File: src/shared/hamsc_map.svh
// timing constants, field layout and input positions of the motor start supervisor
`ifndef HAMSC_MAP_SVH
`define HAMSC_MAP_SVH

// clock rate of sys_clk_i
`define HAMSC_CLK_HZ 10000000
// contactor feedback limit after closing the contactor output, in ms
`define HAMSC_FB_LIMIT_MS 1000
`define HAMSC_FB_LIMIT_CYC ((`HAMSC_FB_LIMIT_MS) * (`HAMSC_CLK_HZ / 1000))
// contact debounce settling time, in us
`define HAMSC_DEBOUNCE_US 2000
`define HAMSC_DEBOUNCE_CYC ((`HAMSC_DEBOUNCE_US) * (`HAMSC_CLK_HZ / 1000000))

// interlock inputs and the width of each one's function setting
`define HAMSC_IL_COUNT 10
`define HAMSC_IL_FUNC_W 2

// positions in the debounced contact vector
`define HAMSC_DB_HAND 0
`define HAMSC_DB_AUTO 1
`define HAMSC_DB_STOPIN 2
`define HAMSC_DB_STARTPB 3
`define HAMSC_DB_STOPPB 4
`define HAMSC_DB_MAINT 5
`define HAMSC_DB_PSTART 6
`define HAMSC_DB_PSTOP 7
`define HAMSC_DB_FB 8
`define HAMSC_DB_FPSTOP 9
`define HAMSC_DB_FPRESET 10
`define HAMSC_DB_FPSTART 11
`define HAMSC_DB_IL 12

`endif

File: src/shared/hamsc_pkg.sv
// types of the motor start supervisor
package hamsc_pkg;

	// motor state, gray along stopped -> running -> tripped
	typedef enum logic [1:0] {
		HAMSC_ST_STOPPED = 2'h0,
		HAMSC_ST_RUNNING = 2'h1,
		HAMSC_ST_TRIPPED = 2'h3
	} hamsc_state_type;

	// function assigned to one interlock input
	typedef enum logic [1:0] {
		HAMSC_IL_NOT_USED = 2'h0,
		HAMSC_IL_MAINT_RUN = 2'h1,
		HAMSC_IL_AUTO_ENABLE = 2'h2,
		HAMSC_IL_AUTO_START_A = 2'h3
	} hamsc_il_func_type;

endpackage : hamsc_pkg

File: src/shared/hamsc_fb_if.sv
// contactor feedback check signals between the supervisor and its timer
`timescale 1ns/1ps
interface hamsc_fb_if;
	logic energised;
	logic feedback;
	logic missing;

	modport ctl (output energised, output feedback, input missing);
	modport chk (input energised, input feedback, output missing);
endinterface : hamsc_fb_if

File: src/logic/hamsc_debounce.sv
// debounce filter for one contact input
`timescale 1ns/1ps
`include "hamsc_map.svh"
module hamsc_debounce import hamsc_pkg::*; #(
	parameter int CYCLES = `HAMSC_DEBOUNCE_CYC
) (
	// clock and reset
	input wire logic sys_clk_i,
	input wire logic reset_i,
	// contact
	input wire logic raw_i,
	output logic clean_o
);
	localparam int CNT_W = $clog2(CYCLES + 1);

	logic [CNT_W-1:0] cnt, next_cnt;
	logic next_clean;

	// output follows only after the raw level held for the full settling time
	always_comb begin
		next_cnt = '0;
		next_clean = clean_o;
		if (raw_i != clean_o) begin
			if (cnt == CNT_W'(CYCLES - 1)) begin
				next_clean = raw_i;
			end else begin
				next_cnt = cnt + CNT_W'(1);
			end
		end
	end

	always_ff @(posedge sys_clk_i) begin
		if (reset_i) begin
			cnt <= '0;
			clean_o <= 1'b0;
		end else begin
			cnt <= next_cnt;
			clean_o <= next_clean;
		end
	end
endmodule : hamsc_debounce

File: src/logic/hamsc_fb_check.sv
// contactor feedback timer: flags missing feedback after the contactor closes
`timescale 1ns/1ps
`include "hamsc_map.svh"
module hamsc_fb_check import hamsc_pkg::*; #(
	parameter int LIMIT_CYCLES = `HAMSC_FB_LIMIT_CYC
) (
	// clock and reset
	input wire logic sys_clk_i,
	input wire logic reset_i,
	// link to the supervisor
	hamsc_fb_if.chk fb
);
	localparam int CNT_W = $clog2(LIMIT_CYCLES + 1);

	logic [CNT_W-1:0] cnt, next_cnt;
	logic seen, next_seen;
	logic next_missing;

	// count only while energised and feedback never yet seen this closure
	always_comb begin
		next_cnt = cnt;
		next_seen = seen;
		next_missing = 1'b0;
		if (!fb.energised) begin
			next_cnt = '0;
			next_seen = 1'b0;
		end else if (fb.feedback || seen) begin
			next_seen = 1'b1;
		end else if (cnt == CNT_W'(LIMIT_CYCLES - 1)) begin
			next_missing = 1'b1;
			next_cnt = cnt + CNT_W'(1);
		end else if (cnt < CNT_W'(LIMIT_CYCLES - 1)) begin
			next_cnt = cnt + CNT_W'(1);
		end
	end

	always_ff @(posedge sys_clk_i) begin
		if (reset_i) begin
			cnt <= '0;
			seen <= 1'b0;
			fb.missing <= 1'b0;
		end else begin
			cnt <= next_cnt;
			seen <= next_seen;
			fb.missing <= next_missing;
		end
	end
endmodule : hamsc_fb_check

File: src/logic/hamsc_supervisor.sv
// hand/off/auto motor start supervisor driving the contactor A output
`timescale 1ns/1ps
`include "hamsc_map.svh"
module hamsc_supervisor import hamsc_pkg::*; #(
	parameter int IL_COUNT = `HAMSC_IL_COUNT,
	parameter int DEBOUNCE_CYCLES = `HAMSC_DEBOUNCE_CYC,
	parameter int FB_LIMIT_CYCLES = `HAMSC_FB_LIMIT_CYC
) (
	// clock and reset
	input wire logic sys_clk_i,
	input wire logic reset_i,
	// selector switch, high while in that position
	input wire logic sel_hand_i,
	input wire logic sel_auto_i,
	// field contacts, high when closed or pressed
	input wire logic stop_input_closed_i,
	input wire logic local_start_pb_i,
	input wire logic local_stop_pb_i,
	input wire logic maint_start_i,
	input wire logic auto_pulse_start_contact_i,
	input wire logic auto_pulse_stop_contact_i,
	input wire logic [IL_COUNT-1:0] interlock_i,
	input wire logic contactor_a_fb_i,
	// faceplate keys and serial start request
	input wire logic fp_stop_key_i,
	input wire logic fp_reset_key_i,
	input wire logic fp_start_key_i,
	input wire logic serial_start_i,
	// interlock function settings, one field per interlock input
	input wire logic [IL_COUNT*`HAMSC_IL_FUNC_W-1:0] il_func_i,
	// status and contactor drive
	output logic contactor_a_o,
	output logic motor_unavailable_o,
	output logic trip_latched_o,
	output logic fb_missing_alarm_o
);
	localparam int DB_W = `HAMSC_DB_IL + IL_COUNT;

	logic [DB_W-1:0] raw, db, db_prev, next_db_prev, rise;
	hamsc_state_type state, next_state;
	logic ctrl_prev, next_ctrl_prev;
	logic next_contactor, next_unavailable, next_trip, next_alarm;
	logic two_wire_cfg, il_scheme, auto_en_lvl, auto_start_lvl;
	logic hand, auto_m, off, stop_in, ctrl_lvl, ctrl_fall, rst_rise;
	logic stop_now, trip_set, start_req, restart_ok;

	hamsc_fb_if fb_if ();

	// every contact passes the same settling filter
	assign raw = {interlock_i, fp_start_key_i, fp_reset_key_i, fp_stop_key_i,
		contactor_a_fb_i, auto_pulse_stop_contact_i, auto_pulse_start_contact_i,
		maint_start_i, local_stop_pb_i, local_start_pb_i, stop_input_closed_i,
		sel_auto_i, sel_hand_i};

	for (genvar g = 0; g < DB_W; g++) begin : g_db
		hamsc_debounce #(.CYCLES(DEBOUNCE_CYCLES)) u_db (
			.sys_clk_i(sys_clk_i),
			.reset_i(reset_i),
			.raw_i(raw[g]),
			.clean_o(db[g])
		);
	end

	// feedback timer watches the registered contactor drive
	assign fb_if.energised = contactor_a_o;
	assign fb_if.feedback = db[`HAMSC_DB_FB];

	hamsc_fb_check #(.LIMIT_CYCLES(FB_LIMIT_CYCLES)) u_fb (
		.sys_clk_i(sys_clk_i),
		.reset_i(reset_i),
		.fb(fb_if.chk)
	);

	// scheme follows the interlock settings; all unused means the default scheme
	always_comb begin
		two_wire_cfg = 1'b0;
		il_scheme = 1'b0;
		auto_en_lvl = 1'b0;
		auto_start_lvl = 1'b0;
		for (int i = 0; i < IL_COUNT; i++) begin
			case (hamsc_il_func_type'(il_func_i[i*`HAMSC_IL_FUNC_W +: `HAMSC_IL_FUNC_W]))
				HAMSC_IL_MAINT_RUN: begin
					two_wire_cfg = 1'b1;
				end
				HAMSC_IL_AUTO_ENABLE: begin
					il_scheme = 1'b1;
					auto_en_lvl = auto_en_lvl | db[`HAMSC_DB_IL + i];
				end
				HAMSC_IL_AUTO_START_A: begin
					auto_start_lvl = auto_start_lvl | db[`HAMSC_DB_IL + i];
				end
				default: begin
				end
			endcase
		end
	end

	// selector decode; in the interlock scheme the enable contact means auto
	always_comb begin
		rise = db & ~db_prev;
		auto_m = il_scheme ? auto_en_lvl : db[`HAMSC_DB_AUTO];
		hand = db[`HAMSC_DB_HAND] && !auto_m;
		off = !hand && !auto_m;
		stop_in = db[`HAMSC_DB_STOPIN];
		ctrl_lvl = db[`HAMSC_DB_MAINT] | auto_start_lvl;
		ctrl_fall = ctrl_prev && !ctrl_lvl;
		rst_rise = rise[`HAMSC_DB_FPRESET];
	end

	// stop, trip and start conditions per scheme and position
	always_comb begin
		stop_now = !stop_in || off;
		if (hand && rise[`HAMSC_DB_STOPPB]) begin
			stop_now = 1'b1;
		end
		if (auto_m && !il_scheme && two_wire_cfg && !db[`HAMSC_DB_MAINT]) begin
			stop_now = 1'b1;
		end
		if (auto_m && !il_scheme && !two_wire_cfg) begin
			if (!db[`HAMSC_DB_PSTOP] || rise[`HAMSC_DB_STOPPB]) begin
				stop_now = 1'b1;
			end
		end
		if (auto_m && il_scheme && (rise[`HAMSC_DB_STOPPB] || !ctrl_lvl)) begin
			stop_now = 1'b1;
		end
		trip_set = rise[`HAMSC_DB_FPSTOP] || fb_if.missing;
		if (il_scheme && hand && rise[`HAMSC_DB_STOPPB]) begin
			trip_set = 1'b1;
		end
		if (il_scheme && auto_m && ctrl_fall && state == HAMSC_ST_RUNNING) begin
			trip_set = 1'b1;
		end
		start_req = 1'b0;
		if (hand) begin
			start_req = rise[`HAMSC_DB_STARTPB] || rise[`HAMSC_DB_FPSTART] || serial_start_i;
		end else if (auto_m && il_scheme) begin
			start_req = ctrl_lvl;
		end else if (auto_m && two_wire_cfg) begin
			start_req = db[`HAMSC_DB_MAINT];
		end else if (auto_m) begin
			start_req = rise[`HAMSC_DB_PSTART];
		end
		restart_ok = (two_wire_cfg || il_scheme) && db[`HAMSC_DB_MAINT] && stop_in && !off;
	end

	// motor state; trip beats stop, stop beats start
	always_comb begin
		next_state = state;
		case (state)
			HAMSC_ST_STOPPED: begin
				if (trip_set) begin
					next_state = HAMSC_ST_TRIPPED;
				end else if (!stop_now && start_req) begin
					next_state = HAMSC_ST_RUNNING;
				end
			end
			HAMSC_ST_RUNNING: begin
				if (trip_set) begin
					next_state = HAMSC_ST_TRIPPED;
				end else if (stop_now) begin
					next_state = HAMSC_ST_STOPPED;
				end // holds after a momentary start lets go
			end
			HAMSC_ST_TRIPPED: begin
				if (rst_rise && !trip_set) begin
					next_state = restart_ok ? HAMSC_ST_RUNNING : HAMSC_ST_STOPPED;
				end // every start ignored while latched
			end
			default: begin
				next_state = HAMSC_ST_STOPPED;
			end
		endcase
		next_contactor = (next_state == HAMSC_ST_RUNNING);
		next_trip = (next_state == HAMSC_ST_TRIPPED);
		next_unavailable = !stop_in;
		next_alarm = fb_if.missing || (fb_missing_alarm_o && !rst_rise);
		next_db_prev = db;
		next_ctrl_prev = ctrl_lvl;
	end

	// one register set; outputs come straight from here
	always_ff @(posedge sys_clk_i) begin
		if (reset_i) begin
			state <= HAMSC_ST_STOPPED;
			contactor_a_o <= 1'b0;
			trip_latched_o <= 1'b0;
			motor_unavailable_o <= 1'b1;
			fb_missing_alarm_o <= 1'b0;
			db_prev <= '0;
			ctrl_prev <= 1'b0;
		end else begin
			state <= next_state;
			contactor_a_o <= next_contactor;
			trip_latched_o <= next_trip;
			motor_unavailable_o <= next_unavailable;
			fb_missing_alarm_o <= next_alarm;
			db_prev <= next_db_prev;
			ctrl_prev <= next_ctrl_prev;
		end
	end
endmodule : hamsc_supervisor

File: config.mk
export PLATFORM = sky130hd
export DESIGN_NAME = hamsc_supervisor
export DESIGN_NICKNAME = d
export VERILOG_FILES = /design/src/shared/hamsc_pkg.sv /design/src/shared/hamsc_fb_if.sv /design/src/logic/hamsc_debounce.sv /design/src/logic/hamsc_fb_check.sv /design/src/logic/hamsc_supervisor.sv
export VERILOG_INCLUDE_DIRS = /design/src /design/src/shared
export SDC_FILE = /design/constraint.sdc
export NUM_CORES = 1
export LEC_CHECK = 0
export BUFFER_PORTS_ARGS = -buffer_cell sky130_fd_sc_hd__buf_2
export CAP_MARGIN = 20
export CORE_MARGIN = 3
export CORE_UTILIZATION = 56
export DETAILED_ROUTE_END_ITERATION = 16
export PLACE_DENSITY = 0.76
export SLEW_MARGIN = 15
export SYNTH_ARGS = -nofsm -noshare
export SYNTH_HDL_FRONTEND = slang
export SYNTH_SLANG_ARGS = --single-unit
export TNS_END_PERCENT = 1
File: constraint.sdc
create_clock -name sys_clk_i -period 2.7 [get_ports sys_clk_i]
set_clock_uncertainty 0.2 [all_clocks]
set_input_delay 0.81 -clock sys_clk_i [delete_from_list [all_inputs] [get_ports sys_clk_i]]
set_output_delay 0.81 -clock sys_clk_i [all_outputs]
set_load 0.03 [all_outputs]
## Word-level counts from Yosys, hierarchy flattened

Cells that the tools add are included.

| storage, ports and cells | value |
|---|---|
| output and inout bits | 4 |
| word-level logic and storage cells | 355 |
| bits of input ports | 45 |
| register bits after elaboration | 397 |

| operators by class | value |
|---|---|
| bitwise gates (word level) | 45 |
| magnitude comparators | 1 |
| reductions and logical operators | 91 |
| equality and inequality tests | 79 |
| add/sub/neg operators | 23 |
| muxes and demuxes | 62 |

Operator list:

| kind | count |
|---|---|
| 15-bit by 1-bit adder with 15-bit output, second input constant | 22 |
| 15-bit equality test, second input constant | 22 |
| 3-bit OR reduction | 23 |
| 1-bit 2-to-1 mux | 54 |
| 24-bit 2-to-1 mux | 2 |
| 2-bit AND reduction | 23 |
| 2-bit equality test, second input constant | 22 |
| 24-bit by 1-bit adder with 24-bit output, second input constant | 1 |
| 2-bit by 1-bit equality test with 1-bit output, second input constant | 12 |
| 24-bit equality test, second input constant | 1 |
| 24-bit < comparator, second input constant | 1 |
| 1-bit inverter | 24 |
| 1-bit != test | 22 |
| 1-bit logical AND | 21 |
| 1-bit bitwise OR | 19 |
| 12-bit bitwise AND | 1 |
| 1-bit logical NOT | 12 |
| 12-bit inverter | 1 |
| 2-bit 2-to-1 mux | 5 |
| 1-bit logical OR | 9 |
| 2-bit one-hot mux with 3 select lines | 1 |
| 2-bit logical NOT | 1 |
| 2-bit nonzero test | 1 |
| 2-bit OR reduction | 1 |

## Depth between registers and ports, before layout

| logic depth | value |
|---|---|
| depth in word-level cells | 37 |
| gate-level depth with buffers | 8 |
| mapped depth without buffers | 8 |

## Cells and area by module

A second synthesis with hierarchy kept.

| second synthesis, totals | value |
|---|---|
| cells, all modules | 1953 |
| area total of the unflattened synthesis | 19207.2 µm² |

Modules (own cells, without submodules):

| module | cells an instance | sequential area each (µm²) | times used | area each (µm²) |
|---|---|---|---|---|
| hamsc_debounce | 76 | 320.3 | 22 | 764.5 |
| hamsc_fb_check | 169 | 520.5 | 1 | 1482.7 |
| hamsc_supervisor | 112 | 260.2 | 1 | 905.9 |

## Least setup slack after synthesis

OpenSTA, ideal clock, no wires.

| timing | value |
|---|---|
| kind | input to register |
| from | in il_func_i[3] |
| to | reg state[0] |
| data required time | 2.380 ns |
| buffers on the path | 0 |
| arrival time | 2.359 ns |
| cell stages on the path | 7 |
| library setup time | 0.120 ns |
| slack | 0.021 ns |
| cell sequence | nor2b_4 o2bb2ai_1 or4_4 or3b_1 o31a_1 o311a_1 or2_1 |

| between the ends | value |
|---|---|
| word-level cells in the longest chain between the ends | 34 |
| elaborated cells between the ends (all ways) | 106 |
| classes of those cells | eq/ne (3); mux (55); bitwise (17); reduce/logical (31) |

RTL lines:

| item | RTL line | text |
|---|---|---|
| start, declared | hamsc_supervisor.sv:30 | `` input wire logic [IL_COUNT*`HAMSC_IL_FUNC_W-1:0] il_func_i, `` |
| 2-bit equality test | hamsc_supervisor.sv:81 | `` case (hamsc_il_func_type'(il_func_i[i*`HAMSC_IL_FUNC_W +: `HAMSC_IL_FUNC_W])) `` |
| 1-bit 2-to-1 mux | hamsc_supervisor.sv:81 |  |
| 1-bit bitwise OR | hamsc_supervisor.sv:87 | `` auto_en_lvl = auto_en_lvl \| db[`HAMSC_DB_IL + i]; `` |
| 1-bit 2-to-1 mux | hamsc_supervisor.sv:81 |  |
| 1-bit bitwise OR | hamsc_supervisor.sv:87 |  |
| 1-bit 2-to-1 mux | hamsc_supervisor.sv:81 |  |
| 1-bit bitwise OR | hamsc_supervisor.sv:87 |  |
| 1-bit 2-to-1 mux | hamsc_supervisor.sv:81 |  |
| [18 not listed] | -- |  |
| 1-bit 2-to-1 mux | hamsc_supervisor.sv:120 | `` if (!db[`HAMSC_DB_PSTOP] \|\| rise[`HAMSC_DB_STOPPB]) begin `` |
| 1-bit 2-to-1 mux | hamsc_supervisor.sv:119 | `if (auto_m && !il_scheme && !two_wire_cfg) begin` |
| 1-bit 2-to-1 mux | hamsc_supervisor.sv:124 | `` if (auto_m && il_scheme && (rise[`HAMSC_DB_STOPPB] \|\| !ctrl_lvl)) begin `` |
| 1-bit logical NOT | hamsc_supervisor.sv:154 | `end else if (!stop_now && start_req) begin` |
| 1-bit logical AND | hamsc_supervisor.sv:154 |  |
| 2-bit 2-to-1 mux | hamsc_supervisor.sv:154 |  |
| 2-bit 2-to-1 mux | hamsc_supervisor.sv:152 | `if (trip_set) begin` |
| 2-bit one-hot mux with 3 select lines (*) | hamsc_supervisor.sv:150 | `case (state)` |
| end signal, assigned | hamsc_supervisor.sv:193 | `state <= next_state;` |
| end, declared | hamsc_supervisor.sv:40 | `hamsc_state_type state, next_state;` |

Every way passes the cells marked *; elsewhere a longest branch is shown, timed or not.
A chain may end at the register's enable or synchronous reset.

## Worst setup path after layout

Ends and elaborated chain as after synthesis.

==> flow_summary_export.csv <==
group,metric,value,unit
run_status,status,"completed",
route,wirelength,31100,um
sta,max_slew_margin,0.655,
sta,rsz0062_at_grt,"false",
global_routing,use_met2,0.324,
placed_design,port_buffers,48,
yosys,synth_area_per_cell,8.74,um^2
placed_design,dp_slack,-0.170,ns
cells_and_area,finalInstanceArea,18800,um^2
clock_tree,cts_tree,"built",
min_path,hold_path_class,"flop to flop",
setup_path,critical_path.max_stage_delay,0.54,ns
cells_and_area,nNetsFinal,2040,
yosys,synthArstFlopShare,0,
setup_path,cp.required,2.97,ns
yosys,synth_edf_count,0,
yosys,synth_seq_cells,391,
yosys,yosys_warnings,0,
sta,setup_tns,0,ns
setup_path,crit_family,"simple AND/OR/NAND/NOR gates",
cells_and_area,final_common_cell,"nor2_1",
placed_design,dp_cells,2313,
sta,worstMarginPinSlew,0.513,ns
setup_path,critPathMaxFanout,4,
placed_design,place_area,17300,um^2
cells_and_area,layout_common_cells,"nor2_1 (436), dfxtp_1 (391), xor2_1 (222), nand3_1 (143), nand2_1 (142)",
yosys,synth_flop_cell,"dfxtp_1",
clock_tree,cts_resized,0,
setup_path,path_class,"input port to flop",
yosys,yosysUniqueCellTypes,54,
global_routing,grt.met3_usage,0.0466,
min_path,hold_start,"g_db[3].u_db.cnt[0]",
clock_tree,insertion_delay,0.53,ns
sta,period_needed,2.34,ns
power,leakagePower,6.92,nW
yosys,syn_area,16600,um^2
yosys,synth_nets,1964,
cells_and_area,area_growth,13.6,%
sta,fmax,427,MHz
setup_path,reg2reg_depth,4,
run,drv_cap,0,
route,postRouteAntennaNets,0,
floorplanning,io_pins,49,
global_routing,grt_max_degree,31,
sta,finalWorstSetupSlack,0.360,ns
min_path,hold_end,"g_db[3].u_db.cnt[0]",
clock_tree,hold_buffers,0,
clock_tree,htree_levels,2,
route,drtIter0Drc,499,
global_routing,grt_usage,0.194,
global_routing,grt_pass1_vias,11900,
cells_and_area,layout-drive-gt1-share,0.0734,
route,viasPerCell,5.23,
sta,setup_viol,0,
placed_design,hpwl,22100,um
floorplanning,die_area,31700,um^2
global_routing,antenna_found_initial,12,
sta,fin_crit_sh,0.867,
setup_path,worstPathArrival,2.61,ns
route,firstDrtPassIters,7,
floorplanning,row_count,62,
clock_tree,post_cts_buffers,0,
yosys,yosysSeqAreaShare,0.472,
route,dr_total_vias,12500,
clock_tree,clockBufferDepth,3,
power,irDropWorstVdd,0.000424,V
global_routing,grtUsageMet1,0.234,
clock_tree,clkTransAtPathRegs,0.06,ns
cells_and_area,finalNonFillerCells,2395,
global_routing,grt_first_pass_wirelength,52200,um
placed_design,gp_congestion,0.827,
global_routing,grt-busiest-layer,"met2",
power,power.total,0.0120,W
min_path,hold_depth,1,
setup_path,r2r_start,"g_db[18].u_db.cnt[12]",
setup_path,cp-end-kind,"flop",
setup_path,r2r-end,"g_db[18].u_db.cnt[5]",
setup_path,critPathSlowestCell,"or4_4",
clock_tree,cts_root_buf,"clkbuf_16",
route,drc,0,
setup_path,crit_buf_inv,2,
floorplanning,die_w,178,um
setup_path,rrSetupSlack,0.38,ns
floorplanning,start_util,0.573,
yosys,synthCells,1896,
route,wl_per_cell,13.0,um
cells_and_area,final.fill_count,2357,
power,power.density,640,nW/um^2
floorplanning,die-height,178,um
setup_path,cp_cell_sequence,"buf_2 > nor2b_4 > o2bb2ai_1 > or4_4 > buf_4 > or3b_1 > o211a_2 > a21oi_1 > or2_1",
setup_path,critPathLaunchType,"input port",
clock_tree,cts_inserted_buffers,41,
global_routing,grt_overflow,0,
clock_tree,clock-sinks,391,
floorplanning,coreArea,28900,um^2
sta,hold_violations,0,
sta,drv_slew,0,
## where the power goes
| group | switching (W) | total (W) | internal (W) |
|---|---|---|---|
| logic | 0.000163 | 0.000260 | 0.0000973 |
| registers | 0.0000293 | 0.00583 | 0.00580 |
| clock network | 0.00220 | 0.00595 | 0.00376 |
## cell families after synthesis
logic type | after synthesis | synth area share
AND/OR/NAND/NOR | 1016 | 0.289
flip-flops | 391 | 0.472
multiplexers | 23 | 0.0139
buffers and inverters | 75 | 0.0173
XOR/XNOR | 322 | 0.170
AO/OA/AOI/OAI | 46 | 0.0198
adder cells (fa/ha/maj) | 23 | 0.0174
## flip-flops by register name (all words and copies together), names as in the netlist, 2 cells and up
name               count
u_fb.cnt              24
g_db.u_db.clean_o     22
g_db.u_db.cnt        330
db_prev                6
state                  2
## metal layers
layer | vias up | routed length, um
met5 | - | 58
met4 | 8 | 1260
met3 | 79 | 1180
met2 | 147 | 14500
met1 | 5798 | 14200
li1 | 6486 | -
## through the flow
stage          hold slack (ns)  utilization
2_1_floorplan            0.213            -
3_3_place_gp             0.226        0.599
3_5_place_dp             0.234        0.599
4_1_cts                  0.242        0.650
5_1_grt                  0.257        0.651
6_report                 0.239        0.651
## worst max-delay path by stage
stage                           from  slack (ns)  cells after the start                    to
5_1_grt                  u_fb.cnt[3]        0.13                      7          u_fb.cnt[21]
3_3_place_gp            il_func_i[2]       -0.17                      9              state[0]
2_1_floorplan           il_func_i[3]        0.02                      7              state[0]
3_5_place_dp            il_func_i[3]       -0.17                      8              state[0]
4_1_cts        g_db[18].u_db.cnt[12]        0.37                      4  g_db[18].u_db.cnt[5]
6_report                il_func_i[3]        0.36                      9              state[0]
## synthesized netlist by cell type (all sizes together) (5+ instances only)
library cell	count	area share
mux2i	23	0.014
and2	10	0.0038
buf	6	0.0017
xor2	222	0.12
o22ai	5	0.0019
nand4	77	0.029
nor2b	19	0.0076
inv	38	0.0086
nor2	436	0.099
and3	68	0.026
ha	23	0.017
nand3	143	0.043
nand2b	19	0.0072
a21oi	12	0.0036
clkbuf	31	0.0070
nand2	142	0.032
o21ai	10	0.0030
nor4b	21	0.011
xnor2	100	0.053
dfxtp	391	0.47
nor3	42	0.013
or3	11	0.0042
## layout make-up
| class | instances | area (um^2) | share of cell area |
|---|---|---|---|
| multi-input combinational | 1430 | 8450 | 0.449 |
| sequential | 391 | 7830 | 0.416 |
| clock buffer | 60 | 1240 | 0.0659 |
| tap | 384 | 480 | 0.0255 |
| timing repair buffer | 70 | 430 | 0.0229 |
| clock inverter | 14 | 229 | 0.0122 |
| inverter | 38 | 143 | 0.00758 |
| antenna | 8 | 20.0 | 0.00106 |
Power figures use the tool's default switching activity.
